==> src/scaler_pkg.sv <==
`default_nettype none

package scaler_pkg;

    // ************************************************************
    // widths
    // ************************************************************
    localparam int MV_W = 16;       // input voltage in millivolts
    localparam int SAMPLE_W = 10;   // internal sample 0..1000
    localparam int GAIN_W = 12;     // gain in hundredths
    localparam int OFFSET_W = 16;
    localparam int VALUE_W = 16;    // result field
    localparam int PROD_W = 22;     // 1000 * 1000 fits with sign

    // ************************************************************
    // scaling constants
    // ************************************************************
    localparam logic [MV_W-1:0] MV_FULL_SCALE = 16'd10000;
    localparam logic [MV_W-1:0] MV_PER_STEP = 16'd10;
    localparam logic [SAMPLE_W-1:0] SAMPLE_MAX = 10'd1000;
    localparam logic signed [PROD_W-1:0] GAIN_DIVISOR = 22'sd100;
    localparam logic signed [GAIN_W-1:0] GAIN_MIN = -12'sd1000;
    localparam logic signed [GAIN_W-1:0] GAIN_MAX = 12'sd1000;
    localparam logic signed [OFFSET_W-1:0] OFFSET_MIN = -16'sd10000;
    localparam logic signed [OFFSET_W-1:0] OFFSET_MAX = 16'sd10000;

    // ************************************************************
    // reset values: unity gain, no shift
    // ************************************************************
    localparam logic signed [GAIN_W-1:0] GAIN_RESET = 12'sd100;
    localparam logic signed [OFFSET_W-1:0] OFFSET_RESET = 16'sd0;

    // ************************************************************
    // carriers
    // ************************************************************
    typedef struct packed {
        logic signed [GAIN_W-1:0] gain;     // hundredths
        logic signed [OFFSET_W-1:0] offset;
    } scale_cfg_s;

    // true when a value lies in [lo, hi], used for both settings
    function automatic logic in_range(input logic signed [OFFSET_W-1:0] v,
                                      input logic signed [OFFSET_W-1:0] lo,
                                      input logic signed [OFFSET_W-1:0] hi);
        in_range = (v >= lo) && (v <= hi);
    endfunction : in_range

endpackage : scaler_pkg

`default_nettype wire
==> src/gain_offset_scaler.sv <==
`timescale 1ns/1ps
`default_nettype none

module gain_offset_scaler (
    // clock and reset
    input wire logic core_clk_i,
    input wire logic arst_n_i,
    // analog input in millivolts
    input wire logic analog_voltage_valid_i,
    input wire logic [scaler_pkg::MV_W-1:0] analog_voltage_input_i,
    // settings load
    input wire logic cfg_load_i,
    input wire scaler_pkg::scale_cfg_s cfg_i,
    output logic cfg_reject_o,
    output scaler_pkg::scale_cfg_s cfg_o,
    // scaled actual value
    output logic value_valid_o,
    output logic signed [scaler_pkg::VALUE_W-1:0] scaled_actual_value_o
);
    import scaler_pkg::*;

    // ************************************************************
    // input stage
    // ************************************************************
    wire logic sample_valid;
    wire logic [SAMPLE_W-1:0] sample;

    input_quantizer u_quant (
        .core_clk_i(core_clk_i),
        .arst_n_i(arst_n_i),
        .analog_voltage_valid_i(analog_voltage_valid_i),
        .analog_voltage_input_i(analog_voltage_input_i),
        .sample_valid_o(sample_valid),
        .sample_o(sample)
    );

    // ************************************************************
    // settings
    // ************************************************************
    // out-of-range settings are refused whole so gain and offset never mismatch
    wire logic gain_ok;
    wire logic offset_ok;
    wire logic cfg_accept;
    assign gain_ok = in_range(OFFSET_W'(cfg_i.gain), OFFSET_W'(GAIN_MIN), OFFSET_W'(GAIN_MAX));
    assign offset_ok = in_range(cfg_i.offset, OFFSET_MIN, OFFSET_MAX);
    assign cfg_accept = cfg_load_i && gain_ok && offset_ok;

    scale_cfg_s cfg_q;
    logic reject_q;
    always_ff @(posedge core_clk_i or negedge arst_n_i) begin
        if (!arst_n_i) begin
            cfg_q <= '{gain: GAIN_RESET, offset: OFFSET_RESET};
            reject_q <= 1'b0;
        end else begin
            reject_q <= cfg_load_i && !cfg_accept;
            if (cfg_accept) begin
                cfg_q <= cfg_i;
            end
        end
    end

    assign cfg_o = cfg_q;
    assign cfg_reject_o = reject_q;

    // ************************************************************
    // multiply stage
    // ************************************************************
    // product in hundredths; the offset travels along so a settings load
    // between stages cannot pair one sample with mixed settings
    wire logic signed [PROD_W-1:0] sample_ext;
    wire logic signed [PROD_W-1:0] gain_ext;
    wire logic signed [PROD_W-1:0] prod_d;
    assign sample_ext = $signed({{(PROD_W-SAMPLE_W){1'b0}}, sample});
    assign gain_ext = PROD_W'(cfg_q.gain);
    assign prod_d = sample_ext * gain_ext;

    logic signed [PROD_W-1:0] prod_q;
    logic signed [OFFSET_W-1:0] offset_q;
    logic prod_valid_q;
    always_ff @(posedge core_clk_i or negedge arst_n_i) begin
        if (!arst_n_i) begin
            prod_q <= '0;
            offset_q <= '0;
            prod_valid_q <= 1'b0;
        end else begin
            prod_valid_q <= sample_valid;
            if (sample_valid) begin
                prod_q <= prod_d;
                offset_q <= cfg_q.offset;
            end
        end
    end

    // ************************************************************
    // offset stage
    // ************************************************************
    // signed division truncates toward zero, so fractions are simply dropped
    wire logic signed [PROD_W-1:0] whole_part;
    wire logic signed [VALUE_W:0] sum;
    wire logic signed [VALUE_W-1:0] value_d;
    assign whole_part = prod_q / GAIN_DIVISOR;
    assign sum = (VALUE_W+1)'(whole_part) + (VALUE_W+1)'(offset_q);
    assign value_d = sum[VALUE_W-1:0];

    logic signed [VALUE_W-1:0] value_q;
    logic value_valid_q;
    always_ff @(posedge core_clk_i or negedge arst_n_i) begin
        if (!arst_n_i) begin
            value_q <= '0;
            value_valid_q <= 1'b0;
        end else begin
            value_valid_q <= prod_valid_q;
            if (prod_valid_q) begin
                value_q <= value_d;
            end
        end
    end

    assign scaled_actual_value_o = value_q;
    assign value_valid_o = value_valid_q;
endmodule : gain_offset_scaler

`default_nettype wire

==> src/input_quantizer.sv <==
`timescale 1ns/1ps
`default_nettype none

module input_quantizer (
    // clock and reset
    input wire logic core_clk_i,
    input wire logic arst_n_i,
    // voltage from converter
    input wire logic analog_voltage_valid_i,
    input wire logic [scaler_pkg::MV_W-1:0] analog_voltage_input_i,
    // internal sample
    output logic sample_valid_o,
    output logic [scaler_pkg::SAMPLE_W-1:0] sample_o
);
    import scaler_pkg::*;

    // ************************************************************
    // quantize and saturate
    // ************************************************************
    // a constant divisor keeps this a plain multiply-shift after synthesis
    wire logic over_full;
    wire logic [MV_W-1:0] steps;
    wire logic [SAMPLE_W-1:0] sample_d;
    assign over_full = analog_voltage_input_i > MV_FULL_SCALE;
    assign steps = analog_voltage_input_i / MV_PER_STEP;
    assign sample_d = over_full ? SAMPLE_MAX : steps[SAMPLE_W-1:0];

    // sample register, captured only when the converter offers a value
    logic [SAMPLE_W-1:0] sample_q;
    logic valid_q;
    always_ff @(posedge core_clk_i or negedge arst_n_i) begin
        if (!arst_n_i) begin
            sample_q <= '0;
            valid_q <= 1'b0;
        end else begin
            valid_q <= analog_voltage_valid_i;
            if (analog_voltage_valid_i) begin
                sample_q <= sample_d;
            end
        end
    end

    assign sample_o = sample_q;
    assign sample_valid_o = valid_q;
endmodule : input_quantizer

`default_nettype wire

==> config.mk <==
export PLATFORM = sky130hd
export DESIGN_NAME = gain_offset_scaler
export DESIGN_NICKNAME = d
export VERILOG_FILES = /design/src/scaler_pkg.sv /design/src/gain_offset_scaler.sv /design/src/input_quantizer.sv
export SDC_FILE = /design/constraint.sdc
export NUM_CORES = 1
export LEC_CHECK = 0
export ABC_AREA = 1
export BUFFER_PORTS_ARGS = -buffer_cell sky130_fd_sc_hd__buf_2
export CAP_MARGIN = 20
export CELL_PAD_IN_SITES_DETAIL_PLACEMENT = 0
export CELL_PAD_IN_SITES_GLOBAL_PLACEMENT = 1
export CORE_MARGIN = 8
export CORE_UTILIZATION = 50
export CTS_CLUSTER_SIZE = 25
export DETAILED_ROUTE_END_ITERATION = 8
export MAX_ROUTING_LAYER = met4
export PLACE_DENSITY = 0.85
export SYNTH_ARGS = -nofsm -noshare
export SYNTH_HDL_FRONTEND = slang
export SYNTH_SLANG_ARGS = --single-unit
==> constraint.sdc <==
create_clock -name core_clk_i -period 23.7 [get_ports core_clk_i]
set_input_delay 2.37 -clock core_clk_i [delete_from_list [all_inputs] [get_ports core_clk_i]]
set_output_delay 2.37 -clock core_clk_i [all_outputs]
set_load 0.05 [all_outputs]
==> impl_metrics.json, run 1 <==
{
  "status": "completed",
  "yosys.area_share.adder_pct": 23.5,
  "async_flop_share_pct": 100,
  "worstSetupStartpointType": "flip-flop",
  "max_freq_mhz": 88.1,
  "cts_root_buffer": "clkbuf_16",
  "cts_buffer_depth": 2,
  "clk_pin_slew_ps": 70,
  "grt_max_degree": 80,
  "holdBufCountCts": 0,
  "synth_compound_area_share_pct": 8.55,
  "cp.required_ps": 23950,
  "drv_slew": 0,
  "core_sq_um": 25800,
  "ys_seq_elements": 96,
  "synth_nets": 2013,
  "slowest_delay_ps": 500,
  "post_cts_buffers": 0,
  "arrival_ps": 11590,
  "yosys_warnings": 0,
  "numCtsBuffers": 9,
  "crit_type": "flip-flop to flip-flop",
  "period_share_pct": 47.9,
  "maxCapViolations": 0,
  "synth-xor-area-share_pct": 5.51,
  "hold_class": "flip-flop to flip-flop",
  "grt_use_total_pct": 20.2,
  "wl_um": 29800,
  "synth_area_leaders": "dfrtp_1, fa_1, nand2_1",
  "ctsHtreeMaxLevel": 3,
  "cp_max_fo": 35,
  "period_needed_ps": 11340,
  "netlist_area_sq_um": 13000,
  "dp_hpwl_um": 24900,
  "via_per_inst": 4.91,
  "initial_core_util_pct": 50.5,
  "routed-wl-met3_um": 620,
  "synth.mux.area_fraction_pct": 1.64,
  "drt-met1-wl_um": 13500,
  "first_global_vias": 10500,
  "synthCells": 1787,
  "gp_congestion": 0.925,
  "crit_top_cell": "nand2_4",
  "cts_resized": 0,
  "crit_slowest_cell": "nor3_1",
  "crit_path_end_kind": "flip-flop",
  "tns_ps": 0,
  "yosys.area_share.simple_pct": 29.1,
  "syn_area_per_cell_sq_um": 7.30,
  "die_h_um": 178,
  "cts.sinks": 96,
  "synth.distinct_cells": 49,
  "netlist.area_leader.share_pct": 17.8,
  "synth_top_family_by_area": "simple AND/OR/NAND/NOR gates",
  "drive_above_1_share_pct": 16.6,
  "dieWidth_um": 178,
  "synth_ff_type": "dfrtp_1",
  "top_level_ports": 94,
  "rows": 59,
  "clk_latency_ps": 350,
  "rsz0062_at_grt": "no",
  "wl_met2_um": 15200,
  "grt_pass1_wl_um": 50900,
  "wl_per_cell_um": 13.6,
  "synth_edf_count": 0,
  "most-common-layout-cells": "nand2_1, inv_1, fa_1, nor2_1, dfrtp_1",
  "ant_nets": 0,
  "worstMarginPinSlew_ps": 791,
  "yosysSeqAreaShare_pct": 18.4,
  "hold_viol_final": 0,
  "finalSetupViolCount": 0,
  "diodes": 0,
  "final_core_util_pct": 54.8,
  "drt-initial-drc-count": 537,
  "nets": 2083,
  "die_area_sq_um": 31500,
  "final_common_cell": "nand2_1",
  "firstDrtPassIters": 5,
  "numPortBuffers": 93,
  "overflow": 0,
  "remaining_drc_errors": 0,
  "antenna_found_initial": 0,
  "fin_skew_ps": 7.86,
  "dr_total_vias": 10800,
  "synth.largest_area_cell": "dfrtp_1",
  "slew_headroom_pct": 47.2,
  "synthToLayoutAreaGrowth_pct": 8.50,
  "top_layer": "met4",
  "cts_tree": "built"
}
[cells in the mapped netlist (3+ instances only)]
master / count
nand2_2: 48
ha_1: 67
nor3_1: 16
nand2_4: 35
nand3_1: 81
o21ai_0: 64
nand3_4: 3
nand4_1: 24
o21a_1: 4
a31oi_1: 6
clkinv_1: 4
inv_2: 42
nand3_2: 9
nor2_2: 8
inv_1: 372
clkbuf_1: 34
xor2_1: 65
o21bai_1: 12
o211ai_1: 4
o21ai_1: 19
nand2_1: 404
dfstp_2: 3
xnor2_1: 17
o21ai_2: 3
nor2_1: 102
nor4_1: 5
o31ai_1: 11
nand4_4: 6
o22ai_1: 12
nand4_2: 4
nor2_4: 10
mux2_2: 19
fa_1: 111
a21oi_1: 49
dfrtp_1: 93
[registers in the layout, summed over array words and instances, names as in the netlist]
| name | count |
|---|---|
| cfg_o | 28 |
| prod_q | 22 |
| offset_q | 16 |
| scaled_actual_value_o | 16 |
| u_quant.sample_o | 10 |
| cfg_reject_o | 1 |
| prod_valid_q | 1 |
| u_quant.sample_valid_o | 1 |
| value_valid_o | 1 |
[cell type report]
| class | count | area [sq um] |
|---|---|---|
| fill | 2574 | 11700 |
| clock inverter | 6 | 57.6 |
| timing repair buffer | 99 | 553 |
| sequential | 96 | 2410 |
| multi-input combinational | 1233 | 8910 |
| tap | 335 | 419 |
| inverter | 418 | 1570 |
| clock buffer | 10 | 239 |
[path summary, 6_finish.rpt]
check / start / end / slack (ps) / cells past startpoint
min in group asynchronous: arst_n_i / cfg_reject_o$_DFF_PN0_ / 1870 / 1
worst max register to register: prod_q[21]$_DFFE_PN0P_ / scaled_actual_value_o[15]$_DFFE_PN0P_ / 12360 / 88
worst min-delay path: scaled_actual_value_o[5]$_DFFE_PN0P_ / scaled_actual_value_o[5]$_DFFE_PN0P_ / 480 / 2
max in group asynchronous: arst_n_i / offset_q[6]$_DFFE_PN0P_ / 21010 / 3
worst max-delay path: prod_q[21]$_DFFE_PN0P_ / scaled_actual_value_o[15]$_DFFE_PN0P_ / 12360 / 88
worst min register to register: scaled_actual_value_o[5]$_DFFE_PN0P_ / scaled_actual_value_o[5]$_DFFE_PN0P_ / 480 / 2
[metal layers]
layer,track usage (%),vias up
met1,24.8,5019
li1,-,5612
met3,1.91,29
met5,-,-
met4,5.04,0
met2,35.2,137
[logic make-up (layout without fill, tap and decap cells)]
family / Yosys count / count (layout)
compound gates: 194 / 194
flops: 96 / 96
mux: 19 / 19
buf+inv: 458 / 533
fa+ha+maj: 178 / 178
simple gates: 760 / 760
xor+xnor: 82 / 82
[critical path: cells and delay by family, from the launching register on]
family / cells / cell delay [ps]
AOI/OAI and AO/OA: 12 / 2110
xor gates and xnor gates: 2 / 370
and+or+nand+nor: 62 / 6860
DFF: 1 / 350
adders and majority gates: 2 / 470
buffers and inverters: 10 / 1060
[stage by stage]
step	setup WS (ps)	hold WS (ps)	instance area, sq um	cells
floorplan	13930	413	13000	1787
global placement	12570	450	13800	2179
detailed placement	12360	464	13800	2180
CTS	12330	484	14100	2196
global route	11120	508	14200	2197
finish	12360	481	14200	2197
Power of run 1 is not shown: default switching activity piles up to over one toggle a cycle in this logic, so the estimate is an artifact.
==> inputs of run 2 (changes only) <==
- CORE_UTILIZATION: 50 -> 46
- PLACE_DENSITY: 0.85 -> 0.79
- clock period: 23.7 -> 11.17 ns (I/O delays scaled with it)
==> run 2 against run 1 <==
Effect of this change: sequential cell count did not move; utilization rose by 0.46 points; highest routed layer unchanged; count of clock-buffer cells in the layout fell by 1; largest cell class unchanged; clock skew rose by 2.1 ps; critical path depth rose by 5; first-iteration DRC count fell by 23%; global-route usage fell by 0.72 points; setup slack got worse by 12000 ps; fmax rose by 5.9%; non-clock buffer count rose by 58.
==> impl_metrics.json, run 2 (synthesized netlist as in run 1, its figures left out) <==
{
  "numPortBuffers": 93,
  "finalSetupViolCount": 0,
  "ctsHtreeMaxLevel": 3,
  "clk_latency_ps": 360,
  "use_met3_pct": 1.93,
  "worstSetupStartpointType": "flip-flop",
  "final_common_cell": "nand2_1",
  "holdBufCountCts": 0,
  "slew_headroom_pct": 36.8,
  "gp_congestion": 0.866,
  "top_level_ports": 94,
  "r2r_slack_ps": 450,
  "arrival_ps": 10970,
  "die_h_um": 184,
  "cts_buffer_depth": 2,
  "grt_max_degree": 76,
  "cp_max_fo": 8,
  "wl_per_cell_um": 13.9,
  "most-common-layout-cells": "nand2_1, inv_1, fa_1, buf_2, dfrtp_1",
  "first_global_vias": 11000,
  "worstSetupStartpoint": "prod_q[0]$_DFFE_PN0P_",
  "worst_slack_ps": 453,
  "status": "completed",
  "cts.sinks": 96,
  "dp_hpwl_um": 25800,
  "dieWidth_um": 184,
  "detailedPlace.worstSlack_ps": -48.7,
  "hold_viol_final": 0,
  "crit_slowest_cell": "dfrtp_1",
  "clk_pin_slew_ps": 80,
  "period_needed_ps": 10720,
  "cts_root_buffer": "clkbuf_16",
  "tns_ps": 0,
  "fin_skew_ps": 9.97,
  "maxCapViolations": 0,
  "dr_total_vias": 11100,
  "drt-initial-drc-count": 416,
  "hold_slack_ps": 470,
  "crit_type": "flip-flop to flip-flop",
  "cts_tree": "built",
  "core_sq_um": 27900,
  "worstMarginPinSlew_ps": 949,
  "via_per_inst": 4.82,
  "antenna_found_initial": 1,
  "r2r_start": "prod_q[0]$_DFFE_PN0P_",
  "drv_slew": 0,
  "met2_usage_pct": 34.3,
  "firstDrtPassIters": 5,
  "crit_path_end_kind": "flip-flop",
  "grt_pass1_wl_um": 52800,
  "period_share_pct": 95.9,
  "hp-start": "scaled_actual_value_o[1]$_DFFE_PN0P_",
  "slowest_delay_ps": 380,
  "dpl_cell_area_sq_um": 13900,
  "worst-path-buf-inv": 7,
  "wl_um": 31900,
  "cp_top_family": "simple AND/OR/NAND/NOR gates",
  "grt_most_used_layer": "met2",
  "ant_nets": 0,
  "final_area_sq_um": 15400,
  "nets": 2141,
  "rows": 61,
  "initial_core_util_pct": 46.8,
  "synthToLayoutAreaGrowth_pct": 18.0,
  "grt.met1_usage_pct": 23.7,
  "numCtsBuffers": 9,
  "hold_class": "flip-flop to flip-flop",
  "largest_reg_flops": 28,
  "crit_top_cell": "nand2_4",
  "rsz0062_at_grt": "yes",
  "die_area_sq_um": 34000,
  "overflow": 0,
  "cp.required_ps": 11420,
  "max_freq_mhz": 93.3,
  "grt_use_total_pct": 19.4,
  "remaining_drc_errors": 0,
  "drive_above_1_share_pct": 24.7
}
## run 2: changes by cell type in the layout (fill, tap and decap cells not counted), sizes merged
cell,before,now
inv,418,419
buf,99,157
diode,0,1
clkbuf,10,9
## run 2: what timing repair did
action                                  4_1_cts  5_1_grt
endpoints found under the setup margin        1        8
setup buffers                                 0       55
gates resized for setup                       2      185
pin swaps                                     0      100
## run 2: final timing paths
check | depth (start not counted) | endpoint
setup / recovery | 93 | scaled_actual_value_o[15]$_DFFE_PN0P_
hold / removal | 2 | scaled_actual_value_o[1]$_DFFE_PN0P_
setup reg to reg | 93 | scaled_actual_value_o[15]$_DFFE_PN0P_
hold reg to reg | 2 | scaled_actual_value_o[1]$_DFFE_PN0P_
max in group asynchronous | 2 | prod_q[21]$_DFFE_PN0P_
min in group asynchronous | 1 | u_quant.sample_o[7]$_DFFE_PN0P_
## run 2: cell type report
class,count,area [sq um]
Fill cell,2737,12500
Sequential cell,96,2410
Tap cell,378,473
Clock inverter,7,75.1
Antenna cell,1,2.50
Multi-Input combinational cell,1233,9650
Clock buffer,9,225
Inverter,418,1590
Timing Repair Buffer,157,961
## run 2: metal layers
layer	wire, um	share of wire, %
met1	14400	45
met2	16300	51
met3	561	1.8
met4	626	2.0
met5	0	0
## run 2: stage by stage
step,utilization (%),cells
CTS,51.0,2243
finish,55.2,2299
global route,55.2,2299
detailed placement,49.9,2227
floorplan,-,1787
global placement,49.9,2227
## run 2: worst reg2reg max path, delay by kind of cell (launching register included)
| kind | cells | cell delay (ps) |
|---|---|---|
| AOI/OAI and AO/OA | 11 | 1860 |
| xor gates and xnor gates | 2 | 370 |
| adders and majority gates | 3 | 620 |
| buffers and inverters | 7 | 470 |
| DFF | 1 | 380 |
| and+or+nand+nor | 70 | 6950 |
Power of run 2 is left out for the same reason.
